==> src/hdl/dcis_pkg.sv <==
package dcis_pkg;
    // status select codes
    localparam logic [1:0] SEL_CKWD = 2'h0;
    localparam logic [1:0] SEL_MAIN = 2'h1;
    localparam logic [1:0] SEL_CWA = 2'h2;
    localparam logic [1:0] SEL_SEEK = 2'h3;
    // widths and reset values
    localparam int CKWD_W = 12;
    localparam int TCA_W = 9;
    localparam logic [11:0] CKWD_RESET = 12'h000;
    localparam logic [8:0] TCA_RESET = 9'h000;
    localparam logic [2:0] IEN_RESET = 3'h0;
    // checkword feedback taps, bits 0..3 and 11
    localparam logic [11:0] CKWD_TAPS = 12'h80f;
    // phase timing
    localparam int PHASE_NS = 100;
    localparam int CLK_NS = 100;
    localparam int PHASE_CYC = (PHASE_NS + CLK_NS - 1) / CLK_NS;
    // interrupt enable bit positions in the output word
    localparam int IEN_CLR_BIT = 1;
    localparam int IEN_LO_BIT = 2;
    // main status bit positions
    localparam int ST_INTR = 2;
    localparam int ST_ALARM = 5;
    localparam int ST_CKERR = 8;
    // operation qualifiers travel together
    typedef struct packed {
        logic rd_wr_cc;
        logic rd_wr_cmp_cc;
    } dcis_op_s;
    // drive-side error sources
    typedef struct packed {
        logic set_drive_seek;
        logic set_ctrl_seek;
        logic addr_error;
        logic storage_parity_in;
        logic protect_fault_in;
        logic lost_data;
    } dcis_err_s;
endpackage : dcis_pkg

==> src/hdl/dcis_core.sv <==
`timescale 1ns/100ps
// Functional notes
// - enable-load strobe sets each enable stage whose data bit 2..4 is high
// - with data bit 1 high, enable stages with low data bit clear
// - with data bit 1 low, enable stages with low data bit hold
// - master clear clears all three enable stages
// - ready-not-busy sampled T1 then T2; edge with enable sets interrupt
// - end-of-operation with its enable sets interrupt
// - alarm edge pulse with alarm enable sets interrupt
// - error flop set by busy-not-ready, seek, address or end-of-sector errors
// - error flop clears when second alarm flop sets or master clear
// - set-alarm pulse sets alarm and, with end-of-operation enable, sets interrupt
// - seek errors set on strobes; parity, protect on word-count strobe end
// - twelve-bit checkword shifts per strobe, xor feedback into 0,1,2,3,11
// - serial input blocked while checkword itself is written
// - nonzero checkword at sampled T2 sets checkword error flop
// - address-checkword-zero shown when register is zero after address read
// - holding register copies checkword on load; cleared by master clear
// - cylinder enable then shifts read data into 9-bit register at T4
// - select 00 returns checkword in bits 0..11, zeros above
// - select 01 returns the main status word
// - select 10 returns current word address
// - select 11 returns seek flags, zeros, captured cylinder
// - drive inverted status only during channel read while selected
// - enable stages update at leading edge of the function strobe
// - sequencing uses four phases of 100 ns each
module dcis_core (
    input wire logic SYS_CLK,
    input wire logic RESETN,
    input wire logic CLK_EN,
    input wire logic MASTER_CLEAR,
    input wire logic ERROR_CLEAR,
    input wire logic FUNCTION_STROBE,
    input wire logic [15:0] OUT_WORD,
    input wire logic DISK_READY,
    input wire logic ON_CYLINDER,
    input wire logic CONTROLLER_BUSY,
    input wire logic EOP_MARK,
    input wire logic EOP_ENABLE,
    input wire logic END_OF_SECTOR,
    input wire logic TRANSFER_CONNECTED,
    input wire logic WORD_COUNT_STROBE,
    input wire dcis_pkg::dcis_err_s ERR_IN,
    input wire dcis_pkg::dcis_op_s OP,
    input wire logic CKWD_SHIFT,
    input wire logic CKWD_SERIAL_IN,
    input wire logic WRITE_CKWD,
    input wire logic SAMPLE_CKWD,
    input wire logic ADDR_CKWD_READ,
    input wire logic LOAD_CKWD_HOLD,
    input wire logic UPPER_CYL_TO_SHIFTER,
    input wire logic READ_DATA,
    input wire logic DATA_MISCOMPARE,
    input wire logic UNIT_PROTECTED,
    input wire logic SINGLE_DENSITY,
    input wire logic [15:0] CURRENT_WORD_ADDR,
    input wire logic [3:0] SEEK_DONE_OR_ERROR,
    input wire logic [1:0] STATUS_SEL,
    input wire logic CHANNEL_READ,
    input wire logic UNIT_SELECTED,
    output logic INTERRUPT,
    output logic ALARM,
    output logic SET_ALARM_PULSE,
    output logic ADDR_CKWD_ZERO,
    output logic [11:0] CKWD_HOLD,
    output logic [1:0] PHASE,
    output logic [15:0] CHAN_IN_N,
    output logic CHAN_IN_OE
);

    typedef enum logic [1:0] {PH_T1, PH_T2, PH_T3, PH_T4} dcis_phase_e;

    dcis_phase_e phase;
    logic [$clog2(dcis_pkg::PHASE_CYC + 1)-1:0] ph_cnt;
    logic [2:0] int_en;
    logic rdy1, rdy2, intr, alarm1, alarm2, err_ff, alarm;
    logic drv_seek, ctl_seek, prot_fault, stor_par, ck_err, lost_seen;
    logic [11:0] ckwd, ckwd_hold;
    logic [8:0] true_cylinder_addr;
    logic tca_en, strobe_d, wcs_d, addr_read_done;

    // phase decode
    wire t1 = (phase == PH_T1);
    wire t2 = (phase == PH_T2);
    wire t4 = (phase == PH_T4);
    wire ph_end = (ph_cnt == ($bits(ph_cnt))'(dcis_pkg::PHASE_CYC - 1));
    wire fs_lead = FUNCTION_STROBE && !strobe_d;
    wire wcs_trail = wcs_d && !WORD_COUNT_STROBE;
    wire clr_err = ERROR_CLEAR || MASTER_CLEAR;

    // interrupt enable next state: high bits set, low bits hold unless clear bit is high
    wire [2:0] en_bits = OUT_WORD[dcis_pkg::IEN_LO_BIT +: 3];
    wire keep_old = !OUT_WORD[dcis_pkg::IEN_CLR_BIT];
    wire [2:0] next_int_en = en_bits | ({3{keep_old}} & int_en);

    // interrupt sources
    wire ready_pulse = rdy1 && !rdy2 && int_en[0];
    wire eop_int = ((EOP_MARK && CONTROLLER_BUSY) || SET_ALARM_PULSE) && EOP_ENABLE;
    assign SET_ALARM_PULSE = alarm1 && !alarm2;
    wire alarm_int = SET_ALARM_PULSE && int_en[2];
    wire ready_cond = DISK_READY && ON_CYLINDER && !CONTROLLER_BUSY;

    // error gathering
    wire eos_err = END_OF_SECTOR && (stor_par || prot_fault || ck_err || ERR_IN.lost_data);
    wire set_error = (CONTROLLER_BUSY && !DISK_READY) || ctl_seek || ERR_IN.addr_error
        || drv_seek || eos_err;

    // checkword feedback
    wire ck_in = WRITE_CKWD ? 1'b0 : CKWD_SERIAL_IN;
    wire fb = ckwd[11] ^ ck_in;
    wire [11:0] next_ckwd = {ckwd[10:0], 1'b0} ^ ({12{fb}} & dcis_pkg::CKWD_TAPS);
    wire ckwd_zero = (ckwd == dcis_pkg::CKWD_RESET);

    // status selection
    wire [15:0] main_status = {drv_seek, prot_fault, stor_par, SINGLE_DENSITY, ctl_seek,
        ERR_IN.addr_error, ERR_IN.lost_data, ck_err, UNIT_PROTECTED, DATA_MISCOMPARE,
        alarm, EOP_MARK, ON_CYLINDER, intr, CONTROLLER_BUSY, DISK_READY};
    wire [15:0] sel_word = (STATUS_SEL == dcis_pkg::SEL_CKWD) ? {4'h0, ckwd}
        : (STATUS_SEL == dcis_pkg::SEL_MAIN) ? main_status
        : (STATUS_SEL == dcis_pkg::SEL_CWA) ? CURRENT_WORD_ADDR
        : {true_cylinder_addr, 3'h0, SEEK_DONE_OR_ERROR};

    // four-phase sequencer
    always_ff @(posedge SYS_CLK or negedge RESETN) begin
        if (!RESETN) begin
            phase <= PH_T1;
            ph_cnt <= '0;
        end else if (CLK_EN) begin
            if (ph_end) begin
                ph_cnt <= '0;
                phase <= dcis_phase_e'(phase + 2'h1);
            end else begin
                ph_cnt <= ph_cnt + 1'b1;
            end
        end
    end

    // edge history of strobes
    always_ff @(posedge SYS_CLK or negedge RESETN) begin
        if (!RESETN) begin
            strobe_d <= 1'b0;
            wcs_d <= 1'b0;
        end else if (CLK_EN) begin
            strobe_d <= FUNCTION_STROBE;
            wcs_d <= WORD_COUNT_STROBE;
        end
    end

    // interrupt enable latch
    always_ff @(posedge SYS_CLK or negedge RESETN) begin
        if (!RESETN) begin
            int_en <= dcis_pkg::IEN_RESET;
        end else if (CLK_EN) begin
            if (MASTER_CLEAR) begin
                int_en <= dcis_pkg::IEN_RESET;
            end else if (fs_lead) begin
                int_en <= next_int_en;
            end
        end
    end

    // ready-not-busy samplers and interrupt flop
    always_ff @(posedge SYS_CLK or negedge RESETN) begin
        if (!RESETN) begin
            rdy1 <= 1'b0;
            rdy2 <= 1'b0;
            intr <= 1'b0;
        end else if (CLK_EN) begin
            if (t1 && ph_end) rdy1 <= ready_cond;
            if (t2 && ph_end) rdy2 <= rdy1;
            if (ready_pulse || eop_int || alarm_int) begin
                intr <= 1'b1;
            end else if (MASTER_CLEAR) begin
                intr <= 1'b0;
            end
        end
    end

    // error and alarm chain
    always_ff @(posedge SYS_CLK or negedge RESETN) begin
        if (!RESETN) begin
            err_ff <= 1'b0;
            alarm1 <= 1'b0;
            alarm2 <= 1'b0;
            alarm <= 1'b0;
        end else if (CLK_EN) begin
            if (set_error && !alarm2) begin
                err_ff <= 1'b1;
            end else if (alarm2 || MASTER_CLEAR) begin
                err_ff <= 1'b0;
            end
            if (ph_end) begin
                alarm1 <= err_ff;
                alarm2 <= alarm1;
            end
            if (SET_ALARM_PULSE) begin
                alarm <= 1'b1;
            end else if (clr_err) begin
                alarm <= 1'b0;
            end
        end
    end

    // individual error flops, set wins over clear
    always_ff @(posedge SYS_CLK or negedge RESETN) begin
        if (!RESETN) begin
            drv_seek <= 1'b0;
            ctl_seek <= 1'b0;
            prot_fault <= 1'b0;
            stor_par <= 1'b0;
        end else if (CLK_EN) begin
            drv_seek <= ERR_IN.set_drive_seek || (drv_seek && !clr_err);
            ctl_seek <= ERR_IN.set_ctrl_seek || (ctl_seek && !clr_err);
            prot_fault <= (wcs_trail && TRANSFER_CONNECTED && ERR_IN.protect_fault_in)
                || (prot_fault && !clr_err);
            stor_par <= (wcs_trail && TRANSFER_CONNECTED && ERR_IN.storage_parity_in)
                || (stor_par && !clr_err);
        end
    end

    // checkword shifter, error flop and holding register
    always_ff @(posedge SYS_CLK or negedge RESETN) begin
        if (!RESETN) begin
            ckwd <= dcis_pkg::CKWD_RESET;
            ck_err <= 1'b0;
            ckwd_hold <= dcis_pkg::CKWD_RESET;
            addr_read_done <= 1'b0;
        end else if (CLK_EN) begin
            if (MASTER_CLEAR) ckwd <= dcis_pkg::CKWD_RESET;
            else if (CKWD_SHIFT) ckwd <= next_ckwd;
            ck_err <= (OP.rd_wr_cc && t2 && SAMPLE_CKWD && !ckwd_zero)
                || (ck_err && !clr_err);
            if (MASTER_CLEAR) ckwd_hold <= dcis_pkg::CKWD_RESET;
            else if (LOAD_CKWD_HOLD) ckwd_hold <= ckwd;
            if (MASTER_CLEAR || !OP.rd_wr_cmp_cc) addr_read_done <= 1'b0;
            else if (ADDR_CKWD_READ) addr_read_done <= 1'b1;
        end
    end

    // cylinder capture
    always_ff @(posedge SYS_CLK or negedge RESETN) begin
        if (!RESETN) begin
            tca_en <= 1'b0;
            true_cylinder_addr <= dcis_pkg::TCA_RESET;
        end else if (CLK_EN) begin
            if (MASTER_CLEAR || !OP.rd_wr_cmp_cc) tca_en <= 1'b0;
            else if (UPPER_CYL_TO_SHIFTER) tca_en <= 1'b1;
            if (MASTER_CLEAR) true_cylinder_addr <= dcis_pkg::TCA_RESET;
            else if (tca_en && t4 && ph_end) true_cylinder_addr <= {true_cylinder_addr[7:0], READ_DATA};
        end
    end

    // channel input drivers, inverted, registered
    always_ff @(posedge SYS_CLK or negedge RESETN) begin
        if (!RESETN) begin
            CHAN_IN_N <= 16'hffff;
            CHAN_IN_OE <= 1'b0;
        end else if (CLK_EN) begin
            CHAN_IN_N <= ~sel_word;
            CHAN_IN_OE <= CHANNEL_READ && UNIT_SELECTED;
        end
    end

    assign INTERRUPT = intr;
    assign ALARM = alarm;
    assign ADDR_CKWD_ZERO = addr_read_done && ckwd_zero;
    assign CKWD_HOLD = ckwd_hold;
    assign PHASE = phase;

    // assertions
    property p_ien_load;
        @(posedge SYS_CLK) disable iff (!RESETN)
        CLK_EN && fs_lead && !MASTER_CLEAR |=> int_en == $past(next_int_en);
    endproperty
    a_ien_load: assert property (p_ien_load) else $error("enable load wrong");
    property p_ien_hold;
        @(posedge SYS_CLK) disable iff (!RESETN)
        CLK_EN && fs_lead && !MASTER_CLEAR && !OUT_WORD[1] |=> (int_en & ~$past(en_bits))
            == ($past(int_en) & ~$past(en_bits));
    endproperty
    a_ien_hold: assert property (p_ien_hold) else $error("enable hold wrong");
    property p_mc;
        @(posedge SYS_CLK) disable iff (!RESETN)
        CLK_EN && MASTER_CLEAR |=> int_en == 3'h0 && true_cylinder_addr == 9'h000;
    endproperty
    a_mc: assert property (p_mc) else $error("master clear missed");
    property p_alarm_int;
        @(posedge SYS_CLK) disable iff (!RESETN)
        CLK_EN && SET_ALARM_PULSE && int_en[2] |=> INTERRUPT;
    endproperty
    a_alarm_int: assert property (p_alarm_int) else $error("alarm interrupt missed");
    property p_alarm_set;
        @(posedge SYS_CLK) disable iff (!RESETN)
        CLK_EN && SET_ALARM_PULSE |=> ALARM;
    endproperty
    a_alarm_set: assert property (p_alarm_set) else $error("alarm not set");
    property p_err_clr;
        @(posedge SYS_CLK) disable iff (!RESETN)
        CLK_EN && alarm2 && !MASTER_CLEAR |=> !err_ff;
    endproperty
    a_err_clr: assert property (p_err_clr) else $error("error flop kept");
    property p_ckwd_block;
        @(posedge SYS_CLK) disable iff (!RESETN)
        CLK_EN && CKWD_SHIFT && WRITE_CKWD && !MASTER_CLEAR && !ckwd[11]
            |=> ckwd == {$past(ckwd[10:0]), 1'b0};
    endproperty
    a_ckwd_block: assert property (p_ckwd_block) else $error("serial in not blocked");
    property p_ckerr;
        @(posedge SYS_CLK) disable iff (!RESETN)
        CLK_EN && OP.rd_wr_cc && t2 && SAMPLE_CKWD && !ckwd_zero |=> ck_err;
    endproperty
    a_ckerr: assert property (p_ckerr) else $error("checkword error missed");
    property p_hold;
        @(posedge SYS_CLK) disable iff (!RESETN)
        CLK_EN && LOAD_CKWD_HOLD && !MASTER_CLEAR |=> CKWD_HOLD == $past(ckwd);
    endproperty
    a_hold: assert property (p_hold) else $error("holding load wrong");
    property p_drive;
        @(posedge SYS_CLK) disable iff (!RESETN)
        CLK_EN && CHANNEL_READ && UNIT_SELECTED && STATUS_SEL == 2'h0
            |=> CHAN_IN_OE && CHAN_IN_N[15:12] == 4'hf;
    endproperty
    a_drive: assert property (p_drive) else $error("status drive wrong");
    property p_ien_clear;
        @(posedge SYS_CLK) disable iff (!RESETN)
        CLK_EN && fs_lead && !MASTER_CLEAR && OUT_WORD[1] |=> int_en == $past(en_bits);
    endproperty
    a_ien_clear: assert property (p_ien_clear) else $error("enable clear wrong");
    property p_ready_smp;
        @(posedge SYS_CLK) disable iff (!RESETN)
        CLK_EN && t1 && ph_end |=> rdy1 == $past(ready_cond);
    endproperty
    a_ready_smp: assert property (p_ready_smp) else $error("ready sample wrong");
    property p_ready_int;
        @(posedge SYS_CLK) disable iff (!RESETN)
        CLK_EN && ready_pulse |=> INTERRUPT;
    endproperty
    a_ready_int: assert property (p_ready_int) else $error("ready interrupt missed");
    property p_eop_int;
        @(posedge SYS_CLK) disable iff (!RESETN)
        CLK_EN && EOP_MARK && CONTROLLER_BUSY && EOP_ENABLE |=> INTERRUPT;
    endproperty
    a_eop_int: assert property (p_eop_int) else $error("end interrupt missed");
    property p_err_set;
        @(posedge SYS_CLK) disable iff (!RESETN)
        CLK_EN && (drv_seek || ctl_seek) && !alarm2 |=> err_ff;
    endproperty
    a_err_set: assert property (p_err_set) else $error("error flop missed");
    property p_seek_err;
        @(posedge SYS_CLK) disable iff (!RESETN)
        CLK_EN && ERR_IN.set_drive_seek |=> drv_seek;
    endproperty
    a_seek_err: assert property (p_seek_err) else $error("seek error missed");
    property p_prot;
        @(posedge SYS_CLK) disable iff (!RESETN)
        CLK_EN && wcs_trail && TRANSFER_CONNECTED && ERR_IN.protect_fault_in |=> prot_fault;
    endproperty
    a_prot: assert property (p_prot) else $error("protect fault missed");
    property p_acz;
        @(posedge SYS_CLK) disable iff (!RESETN)
        CLK_EN && ADDR_CKWD_READ && OP.rd_wr_cmp_cc && !MASTER_CLEAR && !CKWD_SHIFT
            && ckwd_zero |=> ADDR_CKWD_ZERO;
    endproperty
    a_acz: assert property (p_acz) else $error("address checkword zero missed");
    property p_tca;
        @(posedge SYS_CLK) disable iff (!RESETN)
        CLK_EN && tca_en && t4 && ph_end && !MASTER_CLEAR
            |=> true_cylinder_addr == {$past(true_cylinder_addr[7:0]), $past(READ_DATA)};
    endproperty
    a_tca: assert property (p_tca) else $error("cylinder shift wrong");
    property p_seek_word;
        @(posedge SYS_CLK) disable iff (!RESETN)
        CLK_EN && CHANNEL_READ && UNIT_SELECTED && STATUS_SEL == dcis_pkg::SEL_SEEK
            |=> CHAN_IN_N[6:4] == 3'h7;
    endproperty
    a_seek_word: assert property (p_seek_word) else $error("seek word zeros wrong");
    c_ready: cover property (@(posedge SYS_CLK) disable iff (!RESETN) ready_pulse);
    c_alarm: cover property (@(posedge SYS_CLK) disable iff (!RESETN) SET_ALARM_PULSE);
    c_tca: cover property (@(posedge SYS_CLK) disable iff (!RESETN) tca_en && t4);
    c_eop: cover property (@(posedge SYS_CLK) disable iff (!RESETN) eop_int);
    c_acz: cover property (@(posedge SYS_CLK) disable iff (!RESETN) ADDR_CKWD_ZERO);

endmodule : dcis_core

==> config.mk <==
export PLATFORM = sky130hd
export DESIGN_NAME = dcis_core
export DESIGN_NICKNAME = d
export VERILOG_FILES = /design/src/hdl/dcis_pkg.sv /design/src/hdl/dcis_core.sv
export SDC_FILE = /design/constraint.sdc
export NUM_CORES = 1
export LEC_CHECK = 0
export ABC_AREA = 1
export BUFFER_PORTS_ARGS = -buffer_cell sky130_fd_sc_hd__buf_2
export CAP_MARGIN = 20
export CELL_PAD_IN_SITES_DETAIL_PLACEMENT = 0
export CELL_PAD_IN_SITES_GLOBAL_PLACEMENT = 2
export CORE_MARGIN = 3
export CORE_UTILIZATION = 25
export DETAILED_ROUTE_END_ITERATION = 7
export PLACE_DENSITY_LB_ADDON = 0.1
export SYNTH_ARGS = -nofsm -noshare
export SYNTH_HDL_FRONTEND = slang
export SYNTH_SLANG_ARGS = --single-unit
==> constraint.sdc <==
create_clock -name SYS_CLK -period 1.1 [get_ports SYS_CLK]
set_input_delay 0.22 -clock SYS_CLK [delete_from_list [all_inputs] [get_ports SYS_CLK]]
set_output_delay 0.22 -clock SYS_CLK [all_outputs]
set_load 0.01 [all_outputs]
### After elaboration in Yosys (flattened, before gate mapping)

Cells that the tools add are included.

* add/subtract/negate cells: 2
* equal/unequal tests: 4
* mux-type cells: 23
* bitwise gates (word level): 6
* reduce and logical (&&, ||, !) cells: 82

Operators with widths (count)
* $mux W12: 4
* $mux W16: 3
* $logic_and A1 B1 Y1: 30
* $reduce_and A2 Y1: 12
* $logic_or A1 B1 Y1: 18
* $mux W9: 2
* $reduce_bool A2 Y1: 9
* $not A16 Y16: 1
* $logic_not A12 Y1: 1
* $mux W1: 12
* $xor A12 B12 Y12: 1
* $logic_not A1 Y1: 10
* $mux W3: 2
* $eq A2 B1 Y1 const B: 2
* $eq A2 B2 Y1 const B: 2
* $logic_not A2 Y1: 2
* $and A3 B3 Y3: 1
* $or A3 B3 Y3: 1
* $add A2 B1 Y2 const B: 1
* $add A1 B1 Y1 const B: 1
* $not A1 Y1: 1
* $xor A1 B1 Y1: 1

* register bits after elaboration: 72
* bits of input ports: 73
* output and inout bits: 35

### Longest topological paths before layout

* depth in word-level cells: 9
* gate-level depth with buffers: 8
* depth with buffers taken out: 7

### Worst setup path after synthesis

Ideal clock, no wire load.

* kind: register -> register
* from: register phase[0], in the netlist PHASE[0]
* to: register true_cylinder_addr[0]
* arrival time: 1057 ps
* data required time: 1035 ps
* slack: -23 ps
* stages on the path, launching flop included: 6
* path buffers: 0
* path through: dfrtp_1 ha_1 nand3_4 nor2_4 nand2_1 nand2_1

* cells in the longest elaborated chain, start to end: 5

Ends and longest elaborated chain
* start: declaration: RTL line dcis_core.sv:73 `dcis_phase_e phase;`
* start signal: assignment: RTL line dcis_core.sv:131 `phase <= dcis_phase_e'(phase + 2'h1);`
* $eq A2 B2 Y1: RTL line dcis_core.sv:85 `wire t4 = (phase == PH_T4);`
* $logic_and A1 B1 Y1 (2 in series): RTL line dcis_core.sv:249 `else if (tca_en && t4 && ph_end) true_cylinder_addr <= {true_cylinder_addr[7:0], READ_DATA};`
* $reduce_bool A2 Y1 (no line)
* $reduce_and A2 Y1 (no line)
* end signal: assignment: RTL line dcis_core.sv:244 `true_cylinder_addr <= dcis_pkg::TCA_RESET;`
* end signal: assignment: RTL line dcis_core.sv:248 `if (MASTER_CLEAR) true_cylinder_addr <= dcis_pkg::TCA_RESET;`
* end signal: assignment: RTL line dcis_core.sv:249
* end: declaration: RTL line dcis_core.sv:79 `logic [8:0] true_cylinder_addr;`

Every way passes these cells.
A chain may end at the register's enable or synchronous reset.

### Worst setup path in the final report

* from: register ckwd[7]
* to: output ADDR_CKWD_ZERO

* cells in the longest elaborated chain, start to end: 2

Ends and longest elaborated chain
* start: declaration: RTL line dcis_core.sv:78 `logic [11:0] ckwd, ckwd_hold;`
* start signal: assignment: RTL line dcis_core.sv:224 `ckwd <= dcis_pkg::CKWD_RESET;`
* start signal: assignment: RTL line dcis_core.sv:229 `if (MASTER_CLEAR) ckwd <= dcis_pkg::CKWD_RESET;`
* start signal: assignment: RTL line dcis_core.sv:230 `else if (CKWD_SHIFT) ckwd <= next_ckwd;`
* $logic_not A12 Y1: RTL line dcis_core.sv:112 `wire ckwd_zero = (ckwd == dcis_pkg::CKWD_RESET);`
* $logic_and A1 B1 Y1: RTL line dcis_core.sv:266 `assign ADDR_CKWD_ZERO = addr_read_done && ckwd_zero;`
* end: declaration: RTL line dcis_core.sv:64 `output logic ADDR_CKWD_ZERO,`

Every way passes these cells.

==> impl_metrics.tcl <==
set metrics [dict create \
    grt_max_degree 55 \
    grt_pass1_wl_mm 18.0 \
    cts_tree "yes" \
    grt_remaining_overflow 0 \
    htreeDepth 3 \
    fp.dieH_um 121 \
    synthesis.area_um2 3320 \
    reg2regPathDepth 5 \
    cp_top_family "simple AND/OR/NAND/NOR gates" \
    clk_pin_slew_ns 0.05 \
    die_area_um2 14700 \
    crit_path_top_delay_cell "dfrtp_1" \
    skew_ns 0.00348 \
    slowest_delay_ns 0.37 \
    rows 41 \
    synth_top_cell_by_area "dfrtp_1" \
    holdCritStartpoint "READ_DATA" \
    yosysTopAreaCellShare_pct 40.7 \
    critPathLaunchType "flop" \
    endpoint_kind "output port" \
    violations "negative setup slack" \
    antenna_found_initial 0 \
    p_leak_nw 2.55 \
    synthCells 410 \
    crit_path_cell_trace "nor2_1 > nand3_1 > nor2_2 > nand2_2 > nor2_1 > buf_2" \
    ant_nets 0 \
    cts.sinks 70 \
    drtIter0Drc 141 \
    coreArea_um2 12800 \
    tightest_slew_ns 0.313 \
    fin_nets 641 \
    setup_viol 30 \
    num_antenna_cells 0 \
    start_util_pct 25.9 \
    setup_slack_ns -0.449 \
    fin_cells 742 \
    async_flop_share_pct 100 \
    synth_cell_types 21 \
    ios 108 \
    postLayoutCoreUtil_pct 39.5 \
    status "finished, violations left" \
    place_ws_ns -0.178 \
    ys.flop_type "dfrtp_1" \
    wl_per_cell_um 15.5 \
    place_area_um2 4360 \
    crit_cells 6 \
    hold-path-cell-count 3 \
    drc 0 \
    worstSetupPathType "reg2out" \
    rsz0062_at_grt "yes" \
    drive_gt1_share_pct 38.9 \
    synth_common_cells "101 x nand2_1, 59 x nand3_1, 54 x dfrtp_1" \
    tns_ns -2.33 \
    timing.rr.start "PHASE[1]" \
    fp.dieW_um 121 \
    routed_wl_mm 11.5 \
    required_ns 0.88 \
    ys_seq_elements 70 \
    finalCriticalPeriod_ns 1.55 \
    maxCapViolations 0 \
    cp-startpoint "ckwd[7]" \
    hold_path_class "in2reg" \
    clock.fmax_mhz 646 \
    powerDensity_nw_per_um2 1540 \
    ir_drop_mv 0.738 \
    gp_congestion 0.817 \
    holdWs_ns 0.101 \
    cts_buffer_depth 2 \
    final-max-slew-violation-count 0 \
    dp_hpwl_mm 8.76 \
    fillers 1401 \
    syn_area_per_cell_um2 8.11 \
    synth_most_common_cell "nand2_1" \
    io_buffers 94 \
    cts_root_buf "clkbuf_16" \
    area_growth_pct 52.3 \
    yosys_warnings 0 \
    finalHoldViolCount 0 \
    cpMostUsedCell "nor2_1" \
    vias 3327 \
    numCtsBuffers 9 \
    avgViaCountPerCell 4.48 \
    path_buf_inv 1 \
    synth.area.top_cells "dfrtp_1 41%, dfstp_2 13%, nand2_1 11%" \
    syn-num-nets 486 \
    first_pass_iters 4 \
    insertion_delay_ns 0.33 \
    crit_fanout 2 \
    place_inst 711 \
    grt_pass1_vias 3397 \
    stdcell_area_um2 5060 \
    p_total_mw 7.78 \
    seq_area_frac_synth_pct 53.3 \
    fin_crit_sh_pct 141 \
    synth_edf_count 0 \
    arrival_ns 1.33 \
    gr-usage-all-layers_pct 16.0 \
    maxSlewHeadroom_pct 79.1 \
]
-- routing by layer --
metal | track usage, % | up-vias | wire, µm
met3 | 3.50 | 13 | 496
met1 | 21.4 | 1558 | 5390
met5 | 0 | - | 0
met2 | 26.1 | 91 | 5430
met4 | 4.62 | 0 | 159
li1 | - | 1665 | -
-- cells in the final DEF (no fill, tap or decap), types with 3 or more instances in the layout --
master	netlist	final
a21oi_1	35	35
buf_12	0	3
buf_2	12	75
buf_4	1	55
buf_6	0	25
clkbuf_16	0	10
clkinv_2	0	3
dfrtp_1	54	52
dfstp_2	16	16
inv_1	33	29
inv_2	1	5
nand2_1	101	97
nand2_2	1	3
nand3_1	59	47
nand3_2	0	11
nor2_1	38	35
nor2_4	1	3
o21ai_0	34	33
o22ai_1	10	10
-- timing repair --
item	CTS	global route
resized for setup	33	26
hold buffers	1	0
pin swaps	4	26
gates cloned	1	1
hold endpoints to repair	54	0
buffers inserted	6	7
endpoints found under the setup margin	37	46
-- power by group --
group	switching [mW]	total, mW	internal [mW]
combinational	0.870	1.76	0.886
sequential	0.213	3.09	2.88
clock	1.06	2.93	1.87
total	2.14	7.78	5.63
-- tightest hold or removal path: stages --
cell and delay [ns]:
buf_2 0.08, nand2_1 0.04, nand2_1 0.05
-- registers in the layout (all words and copies together), names as in the netlist, 2 cells and up --
signal and cells:
ckwd 12, CHAN_IN_N 16, PHASE 2, int_en 2, true_cylinder_addr 9, CKWD_HOLD 12
-- final cells by class --
type / instances / area, µm² / share of cell area, %
Clock buffer: 12 / 256 / 5.07
Clock inverter: 4 / 45.0 / 0.890
Sequential cell: 70 / 1770 / 35.1
Tap cell: 172 / 215 / 4.25
Timing Repair Buffer: 161 / 1180 / 23.3
Multi-Input combinational cell: 289 / 1460 / 28.9
Inverter: 34 / 128 / 2.52
-- path summary, 6_finish.rpt --
path	end	slack (ns)
min in group asynchronous	CKWD_HOLD[6]	0.42
min reg2reg	int_en[0]	0.48
max in group asynchronous	CHAN_IN_N[0]	0.35
min	true_cylinder_addr[0]	0.10
max	ADDR_CKWD_ZERO	-0.45
max reg2reg	true_cylinder_addr[5]	-0.04
-- kinds of logic (layout without fill, tap and decap cells) --
family	count (synthesis)	after routing	synth area share, %
buffers and inverters	52	211	6.44
flip-flops	70	70	53.3
XOR/XNOR	1	1	0.264
AND/OR/NAND/NOR	202	203	25.8
AO/OA/AOI/OAI	82	82	13.0
adder cells (fa/ha/maj)	3	3	1.13
(Power assumes the default switching activity.)
